**src/gos_pkg.sv**
```systemverilog
/*
 * gos_pkg: constants for the global overflow status / clear register bank.
 * Assumes a 32-bit classic Wishbone register bus; 64-bit registers are split
 * into two aligned words, the low word at the register's byte address.
 */
package gos_pkg;

	// ------------------------------------------------------------------
	// register indices and byte addresses
	// ------------------------------------------------------------------
	localparam logic [9:0] REG_STATUS_IDX = 10'h38E;
	localparam logic [9:0] REG_CLEAR_IDX = 10'h390;
	localparam logic [9:0] REG_MASK_IDX = 10'h392;
	localparam logic [11:0] ADR_STATUS_LO = {REG_STATUS_IDX, 2'b00};
	localparam logic [11:0] ADR_STATUS_HI = {REG_STATUS_IDX + 10'h001, 2'b00};
	localparam logic [11:0] ADR_CLEAR_LO = {REG_CLEAR_IDX, 2'b00};
	localparam logic [11:0] ADR_CLEAR_HI = {REG_CLEAR_IDX + 10'h001, 2'b00};
	localparam logic [11:0] ADR_MASK_LO = {REG_MASK_IDX, 2'b00};
	localparam logic [11:0] ADR_MASK_HI = {REG_MASK_IDX + 10'h001, 2'b00};

	// ------------------------------------------------------------------
	// field positions of the status / clear / mask layout
	// ------------------------------------------------------------------
	localparam int BIT_GP_COUNTER0 = 0;
	localparam int GP_COUNTERS = 4;
	localparam int BIT_FIXED_COUNTER0 = 32;
	localparam int FIXED_COUNTERS = 3;
	localparam int BIT_TRACE_TABLE = 55;
	localparam int BIT_UNCORE = 61;
	localparam int BIT_DEBUG_STORE = 62;
	localparam int BIT_CONDITION = 63;
	localparam logic [63:0] IMPL_BITS = 64'hE080_0007_0000_000F;

	// ------------------------------------------------------------------
	// reset values
	// ------------------------------------------------------------------
	localparam logic [63:0] STATUS_RESET = 64'h0000_0000_0000_0000;
	localparam logic [63:0] MASK_RESET = 64'h0000_0000_0000_0000;
	localparam logic [31:0] READ_ZERO = 32'h0000_0000;

	// ------------------------------------------------------------------
	// types
	// ------------------------------------------------------------------
	typedef enum logic [1:0] {
		GOS_BUS_IDLE = 2'b00,
		GOS_BUS_ACK = 2'b01
	} gos_bus_state_e;

	typedef enum logic [2:0] {
		GOS_SEL_NONE = 3'b000,
		GOS_SEL_STATUS_LO = 3'b001,
		GOS_SEL_STATUS_HI = 3'b011,
		GOS_SEL_CLEAR_LO = 3'b010,
		GOS_SEL_CLEAR_HI = 3'b110,
		GOS_SEL_MASK_LO = 3'b111,
		GOS_SEL_MASK_HI = 3'b101
	} gos_reg_sel_e;

endpackage : gos_pkg

```
**src/gos_global_overflow_status_clear.sv**
```systemverilog
/*
 * gos_global_overflow_status_clear: per-thread global overflow status bank
 * with its write-one-to-clear companion and an interrupt mask, as a classic
 * Wishbone slave. Assumes event inputs are one-cycle pulses from logic on
 * clk_in, and a master that holds each request until it sees ack.
 */
// Design decision made here: the Wishbone interface to the registers.
`timescale 1ns/1ps

module gos_global_overflow_status_clear
	import gos_pkg::*;
#(
	parameter int ADR_W = 12
) (
	input wire logic clk_in,
	input wire logic rst_in,
	input wire logic wb_cyc_in,
	input wire logic wb_stb_in,
	input wire logic wb_we_in,
	input wire logic [ADR_W-1:0] wb_adr_in,
	input wire logic [3:0] wb_sel_in,
	input wire logic [31:0] wb_dat_in,
	output logic [31:0] wb_dat_out,
	output logic wb_ack_out,
	input wire logic gp_counter0_overflow_in,
	input wire logic gp_counter1_overflow_in,
	input wire logic gp_counter2_overflow_in,
	input wire logic gp_counter3_overflow_in,
	input wire logic fixed_counter0_overflow_in,
	input wire logic fixed_counter1_overflow_in,
	input wire logic fixed_counter2_overflow_in,
	input wire logic trace_table_interrupt_in,
	input wire logic uncore_overflow_in,
	input wire logic debug_store_save_overflow_in,
	input wire logic condition_changed_in,
	output logic [63:0] global_overflow_status_out,
	output logic irq_out
);

	// ------------------------------------------------------------------
	// helper functions
	// ------------------------------------------------------------------

	// byte address to register word
	function automatic gos_reg_sel_e decode_word(input logic [ADR_W-1:0] adr);
		gos_reg_sel_e sel;
		sel = GOS_SEL_NONE;
		unique case (adr[11:0])
			ADR_STATUS_LO: sel = GOS_SEL_STATUS_LO;
			ADR_STATUS_HI: sel = GOS_SEL_STATUS_HI;
			ADR_CLEAR_LO: sel = GOS_SEL_CLEAR_LO;
			ADR_CLEAR_HI: sel = GOS_SEL_CLEAR_HI;
			ADR_MASK_LO: sel = GOS_SEL_MASK_LO;
			ADR_MASK_HI: sel = GOS_SEL_MASK_HI;
			default: sel = GOS_SEL_NONE;
		endcase
		if (ADR_W > 12 && (adr >> 12) != '0) begin
			sel = GOS_SEL_NONE;
		end
		return sel;
	endfunction : decode_word

	// byte enables to a bit mask
	function automatic logic [31:0] lane_bits(input logic [3:0] sel);
		logic [31:0] bits;
		bits = 32'h0000_0000;
		for (int b = 0; b < 4; b++) begin
			bits[b*8 +: 8] = {8{sel[b]}};
		end
		return bits;
	endfunction : lane_bits

	// ------------------------------------------------------------------
	// declarations
	// ------------------------------------------------------------------
	gos_bus_state_e bus_state;
	gos_bus_state_e next_bus_state;
	logic next_ack;
	logic [31:0] next_dat;
	logic [63:0] mask;
	logic [63:0] next_mask;
	logic [63:0] event_set;
	logic [63:0] clear_pulse;
	logic [63:0] status_flags;
	logic take;
	logic take_write;
	gos_reg_sel_e take_sel;
	logic [31:0] write_bits;

	// ------------------------------------------------------------------
	// event collection
	// ------------------------------------------------------------------
	// place each event at its status position; reserved positions stay 0
	always_comb begin
		event_set = 64'h0000_0000_0000_0000;
		event_set[BIT_GP_COUNTER0 + 0] = gp_counter0_overflow_in;
		event_set[BIT_GP_COUNTER0 + 1] = gp_counter1_overflow_in;
		event_set[BIT_GP_COUNTER0 + 2] = gp_counter2_overflow_in;
		event_set[BIT_GP_COUNTER0 + 3] = gp_counter3_overflow_in;
		event_set[BIT_FIXED_COUNTER0 + 0] = fixed_counter0_overflow_in;
		event_set[BIT_FIXED_COUNTER0 + 1] = fixed_counter1_overflow_in;
		event_set[BIT_FIXED_COUNTER0 + 2] = fixed_counter2_overflow_in;
		event_set[BIT_TRACE_TABLE] = trace_table_interrupt_in;
		event_set[BIT_UNCORE] = uncore_overflow_in;
		event_set[BIT_DEBUG_STORE] = debug_store_save_overflow_in;
		event_set[BIT_CONDITION] = condition_changed_in;
	end

	// ------------------------------------------------------------------
	// bus request decode
	// ------------------------------------------------------------------
	// a request is taken once, in the idle state
	always_comb begin
		take = wb_cyc_in & wb_stb_in & (bus_state == GOS_BUS_IDLE);
		take_write = take & wb_we_in;
		take_sel = decode_word(wb_adr_in);
		write_bits = wb_dat_in & lane_bits(wb_sel_in);
	end

	// ------------------------------------------------------------------
	// clear register: write-one pulses, never stored
	// ------------------------------------------------------------------
	always_comb begin
		clear_pulse = 64'h0000_0000_0000_0000;
		if (take_write && take_sel == GOS_SEL_CLEAR_LO) begin
			clear_pulse[31:0] = write_bits;
		end
		if (take_write && take_sel == GOS_SEL_CLEAR_HI) begin
			clear_pulse[63:32] = write_bits;
		end
	end

	// status flags; only implemented positions can ever set
	gos_sticky_bank #(
		.WIDTH(64),
		.RESET_VALUE(STATUS_RESET)
	) u_status (
		.clk_in(clk_in),
		.rst_in(rst_in),
		.set_in(event_set & IMPL_BITS),
		.clear_in(clear_pulse),
		.flags_out(status_flags)
	);

	// ------------------------------------------------------------------
	// interrupt mask register
	// ------------------------------------------------------------------
	always_comb begin
		next_mask = mask;
		if (take_write && take_sel == GOS_SEL_MASK_LO) begin
			next_mask[31:0] = (mask[31:0] & ~lane_bits(wb_sel_in)) | write_bits;
		end
		if (take_write && take_sel == GOS_SEL_MASK_HI) begin
			next_mask[63:32] = (mask[63:32] & ~lane_bits(wb_sel_in)) | write_bits;
		end
		next_mask = next_mask & IMPL_BITS;
	end

	// mask register
	always_ff @(posedge clk_in) begin
		if (rst_in) begin
			mask <= MASK_RESET;
		end else begin
			mask <= next_mask;
		end
	end

	// level interrupt from enabled flags
	gos_irq_gate #(
		.WIDTH(64)
	) u_irq (
		.clk_in(clk_in),
		.rst_in(rst_in),
		.status_in(status_flags),
		.mask_in(mask),
		.irq_out(irq_out)
	);

	// ------------------------------------------------------------------
	// bus answer state machine
	// ------------------------------------------------------------------
	// ack one cycle after take, dropped in the following cycle
	always_comb begin
		next_bus_state = bus_state;
		next_ack = 1'b0;
		next_dat = wb_dat_out;
		unique case (bus_state)
			GOS_BUS_IDLE: begin
				if (take) begin
					next_bus_state = GOS_BUS_ACK;
					next_ack = 1'b1;
					next_dat = READ_ZERO;
					if (!wb_we_in) begin
						unique case (take_sel)
							GOS_SEL_STATUS_LO: next_dat = status_flags[31:0];
							GOS_SEL_STATUS_HI: next_dat = status_flags[63:32];
							GOS_SEL_MASK_LO: next_dat = mask[31:0];
							GOS_SEL_MASK_HI: next_dat = mask[63:32];
							default: next_dat = READ_ZERO; // clear words, unmapped
						endcase
					end
				end
			end
			GOS_BUS_ACK: begin
				next_bus_state = GOS_BUS_IDLE;
				next_dat = READ_ZERO;
			end
			default: begin
				next_bus_state = GOS_BUS_IDLE;
				next_dat = READ_ZERO;
			end
		endcase
	end

	// bus registers
	always_ff @(posedge clk_in) begin
		if (rst_in) begin
			bus_state <= GOS_BUS_IDLE;
			wb_ack_out <= 1'b0;
			wb_dat_out <= READ_ZERO;
		end else begin
			bus_state <= next_bus_state;
			wb_ack_out <= next_ack;
			wb_dat_out <= next_dat;
		end
	end

	// status mirror straight from the flag flops
	assign global_overflow_status_out = status_flags;

endmodule : gos_global_overflow_status_clear

```
**src/gos_irq_gate.sv**
```systemverilog
/*
 * gos_irq_gate: registered level interrupt from status flags and a mask.
 * Assumes status and mask are on the same clock; one cycle of latency.
 */
`timescale 1ns/1ps
module gos_irq_gate #(
	parameter int WIDTH = 64
) (
	input wire logic clk_in,
	input wire logic rst_in,
	input wire logic [WIDTH-1:0] status_in,
	input wire logic [WIDTH-1:0] mask_in,
	output logic irq_out
);

	logic next_irq;

	// high while any enabled flag stands
	always_comb begin
		next_irq = |(status_in & mask_in);
	end

	// interrupt register
	always_ff @(posedge clk_in) begin
		if (rst_in) begin
			irq_out <= 1'b0;
		end else begin
			irq_out <= next_irq;
		end
	end

endmodule : gos_irq_gate

```
**src/gos_sticky_bank.sv**
```systemverilog
/*
 * gos_sticky_bank: a row of sticky flags, set by hardware pulses, cleared by
 * per-bit clear pulses. Assumes set and clear come from the same clock.
 */
`timescale 1ns/1ps
module gos_sticky_bank #(
	parameter int WIDTH = 64,
	parameter logic [WIDTH-1:0] RESET_VALUE = '0
) (
	input wire logic clk_in,
	input wire logic rst_in,
	input wire logic [WIDTH-1:0] set_in,
	input wire logic [WIDTH-1:0] clear_in,
	output logic [WIDTH-1:0] flags_out
);

	logic [WIDTH-1:0] next_flags;

	// ------------------------------------------------------------------
	// next flag values
	// ------------------------------------------------------------------
	// per bit: a set in the clear cycle wins, zero in clear keeps the flag
	always_comb begin
		for (int i = 0; i < WIDTH; i++) begin
			next_flags[i] = set_in[i] | (flags_out[i] & ~clear_in[i]);
		end
	end

	// flag register
	always_ff @(posedge clk_in) begin
		if (rst_in) begin
			flags_out <= RESET_VALUE;
		end else begin
			flags_out <= next_flags;
		end
	end

endmodule : gos_sticky_bank

```
**config.mk**
```make
export PLATFORM = sky130hd
export DESIGN_NAME = gos_global_overflow_status_clear
export DESIGN_NICKNAME = d
export VERILOG_FILES = /design/src/gos_pkg.sv /design/src/gos_global_overflow_status_clear.sv /design/src/gos_irq_gate.sv /design/src/gos_sticky_bank.sv
export SDC_FILE = /design/constraint.sdc
export NUM_CORES = 1
export LEC_CHECK = 0
export ABC_CLOCK_PERIOD_IN_PS = 2200
export CAP_MARGIN = 20
export CORE_MARGIN = 2
export CORE_UTILIZATION = 50
export CTS_BUF_LIST = sky130_fd_sc_hd__clkbuf_4 sky130_fd_sc_hd__clkbuf_8
export DETAILED_ROUTE_END_ITERATION = 10
export DONT_BUFFER_PORTS = 1
export GPL_TIMING_DRIVEN = 0
export PLACE_DENSITY = 0.69
export SLEW_MARGIN = 15
export SYNTH_ARGS = -nofsm -noshare
export SYNTH_HDL_FRONTEND = slang
export SYNTH_SLANG_ARGS = --single-unit
```
**constraint.sdc**
```tcl
create_clock -name clk_in -period 2.2 [get_ports clk_in]
set_clock_uncertainty 0.1 [all_clocks]
set_input_delay 0.22 -clock clk_in [delete_from_list [all_inputs] [get_ports clk_in]]
set_output_delay 0.22 -clock clk_in [all_outputs]
set_load 0.005 [all_outputs]
```
==> summary.md <==
| Metric | Value |
|---|---|
| Outcome | `completed` |
| WHS Path Cells | `3` |
| Worst skew pair latency | `370 ps` |
| Worst-path fanout max | `10` |
| Crit-path max cell delay | `roughly 460 ps` |
| Syn-to-layout area delta | `17.8%` |
| Worst Path Class, Setup | `flip-flop to flip-flop` |
| Layout cells sized above 1 | `around 8%` |
| Largest net degree at the start of global routing | `20` |
| RePlAce Congestion | `approximately 0.93` |
| Cells on worst reg2reg path | `5` |
| Hold Crit Class | `input pin to flip-flop` |
| Detail Placement HPWL | `9.25 mm` |
| Worst-path cell chain | `nand4bb_1 -> a2111oi_4 -> nand3_2 -> clkbuf_1 -> o21ai_0` |
| Synth warn | `0` |
| CTS sink count | `110` |
| Async SR Flop Fraction | `0%` |
| # Max-Cap Violations | `0` |
| Design Power | `3.46 mW` |
| Number of flops mapped to enable cells by yosys | `0` |
| Hold path start | `wb_dat_in[2]` |
| Main synth FF type | `dfxtp_1` |
| Detail Route Antenna Nets | `0` |
| Final setup viols | `0` |
| Min Tclk post-route | `2020 ps` |
| Final non-filler cell total | `670` |
| RSZ-0062 raised after global routing | `false` |
| Worst EP arrival | `2210 ps` |
| Initial antenna violation count | `0` |
| Die Wd | `approximately 99 um` |
| R2R Setup Slk | `180 ps` |
| Ports | `162` |
| Total congestion overflow | `0` |
| Slew HR | `a little under two fifths` |
| Syn_nets | `563` |
| Setup Total Neg Slack | `0 ps` |
| Post-CTS setup buffers | `0` |
| Crit path required time | `2390 ps` |
| Clock Pin Slew Worst Setup and Hold Paths | `110 ps` |
| Vias in the first global route | `between 4000 and 5000` |
| Root Driver | `clkbuf_8` |
| Starting Density | `51.7%` |
| Post-synthesis xor/xnor area fraction | `0%` |
| Unique masters post-synth | `44` |
| TritonCTS clock tree | `built` |
| Seq/Total Area, Yosys | `48.8%` |
| Worst path slowest cell | `a2111oi_4` |
| Vias per cell | `5.87` |
| H-tree Lvls | `3` |
| Wirelength per Cell | `19.6 um` |
| DP Worst Slack | `-176 ps` |
| Drt drc | `0` |
| Placeable Area | `approximately 0.0087 mm^2` |
| Post-synthesis cell area | `0.00451 mm^2` |
| Reg-to-reg critical path startpoint | `bus_state[0]` |
| Pwr/cell area | `651 mW/mm^2` |
| Worst setup margin | `182 ps` |
| Fmax | `between 400 and 500 MHz` |
| Dpl cells | `~610` |
| Synthesized area per cell | `~9.0 um^2` |
| Drt total wl | `13.2 mm` |
| FP Rows | `34` |
| Synth Area in Adders | `0%` |
| TritonRoute pass-1 iters | `4` |
| Clock buffer count from CTS | `9` |
| Antenna cells | `0` |
| GRT Total Usage | `26.7%` |
| Post-Synthesis Cells | `approximately 500` |
| CP startpoint kind | `flip-flop` |
| Yosys reg bits | `110` |
| Main combinational cell family by area after synthesis | `compound AO/OA/AOI/OAI gates` |
| IO buf count | `0` |
| Peak supply drop | `0.380 mV` |
| Static leakage | `1.83 nW` |
| Tcrit/Tclk final | `91.7%` |
| Nets@finish | `621` |
| Final Hold Vio Count | `0` |
| Die area | `0.00980 mm^2` |
| Simple-gate area share of the yosys netlist | `14.0%` |
| Hold Path Sink | `u_status.flags_out[2]` |
| Clock Tree Buf Depth | `2` |
| Die height | `99.0 um` |
| Global-route wire length before repair | `20.8 mm` |
| Synth Area in Compound Gates | `23.2%` |
| Vias | `between 3000 and 4000` |
| Worst R2R End | `wb_dat_out[27]` |
| Final core utilization | `60.9%` |
| Final Slew Violations | `0` |
| Mux share of post-synthesis cell area | `4.88%` |
| Worst slew pin tran | `932 ps` |
| First DRT Iteration DRCs | `163` |
| Crit path capture type | `flip-flop` |
==> worst max-delay path by stage <==
stage / start / endpoint
CTS: bus_state[0] / wb_dat_out[27]
detailed placement: wb_adr_in[3] / wb_dat_out[27]
floorplan: wb_adr_in[1] / u_status.flags_out[55]
finish: bus_state[0] / wb_dat_out[27]
global placement: wb_adr_in[3] / wb_dat_out[8]
global route: bus_state[0] / wb_dat_out[12]
==> sequential cells by signal, indices dropped and copies added (netlist names), named ones only <==
name                flops
u_irq.irq_out           1
wb_dat_out             32
u_status.flags_out     64
bus_state               1
wb_ack_out              1
==> synth_stat cells (3+ instances only) <==
library cell,n,share of area [%]
nand2_1,40,3.3
nor2_1,51,4.2
mux2i_1,22,4.9
inv_1,60,5.0
dfxtp_1,110,49
a211oi_1,6,1.0
and2_1,4,0.55
nand3_1,4,0.44
a21oi_1,33,3.7
a32oi_1,4,0.78
o21ai_2,7,1.4
buf_2,3,0.33
buf_6,7,1.7
o21ai_0,32,3.6
o21a_1,4,0.67
a311oi_1,52,10
clkbuf_1,22,1.8
nand3b_1,3,0.50
==> repair_timing <==
action,in CTS,in global routing
endpoints found under the setup margin,0,22
hold endpoints to repair,77,0
hold buffers,47,0
gates resized for setup,0,1
==> through the flow <==
stage                     cell area, um^2  hold slack [ps]
after detailed placement             4650              229
final                                5310             12.2
after global placement               4650              227
after CTS                            5310             1.56
after floorplan                      4510              225
after global routing                 5310             11.8
==> power by group <==
part	internal [mW]	switching (mW)	total (mW)
Sequential	2.01	0.0246	2.03
Combinational	0.101	0.144	0.245
Clock	0.464	0.719	1.18
==> layer usage <==
layer / GRT usage (%) / vias up / part of all wire (%)
li1: - / 1878 / -
met1: 32.5 / 1863 / 40
met2: 45.3 / 168 / 48
met3: 7.94 / 26 / 9.2
met4: 8.75 / 0 / 2.0
met5: 0 / - / 0
==> cell type report <==
type                       instances  area [um^2]
buffer                            35          189
clock buffer                      10          138
clock inverter                     6         53.8
fill                             761         3410
inverter                          60          225
multi-input combinational        294         1900
sequential                       110         2200
tap                              108          135
timing repair buffer              47          470
==> logic make-up after synthesis <==
kind of cell | after synthesis
buffers and inverters | 95
and+or+nand+nor | 125
AOI/OAI and AO/OA | 147
muxes | 22
DFF | 110
==> worst max-delay path, delay by kind of cell (launching register included) <==
kind / cells / cell delay, ps
flops: 1 / 360
simple gates: 2 / 500
compound gates: 2 / 710
buf+inv: 1 / 280
==> cell usage in the layout, fill, tap and decap left out, types with 2 or more instances in the layout <==
master	count
clkbuf_1	22
a22o_1	2
dlygate4sd3_1	47
or2_2	2
nor2_4	2
a311oi_1	52
nand3_1	3
dfxtp_1	110
o21ai_2	7
nor3b_1	2
a32oi_1	4
a221oi_1	2
a211oi_1	6
clkbuf_8	10
clkinv_4	2
nand3b_1	3
inv_6	2
nand2_1	40
a21oi_1	33
inv_1	60
and3_1	2
o21ai_0	32
buf_6	7
nor2_1	51
buf_1	2
and2_1	4
or3_4	2
buf_2	3
mux2i_1	22
o21a_1	4
nor4_4	2
Note: power is estimated with default switching activity, not from simulation.
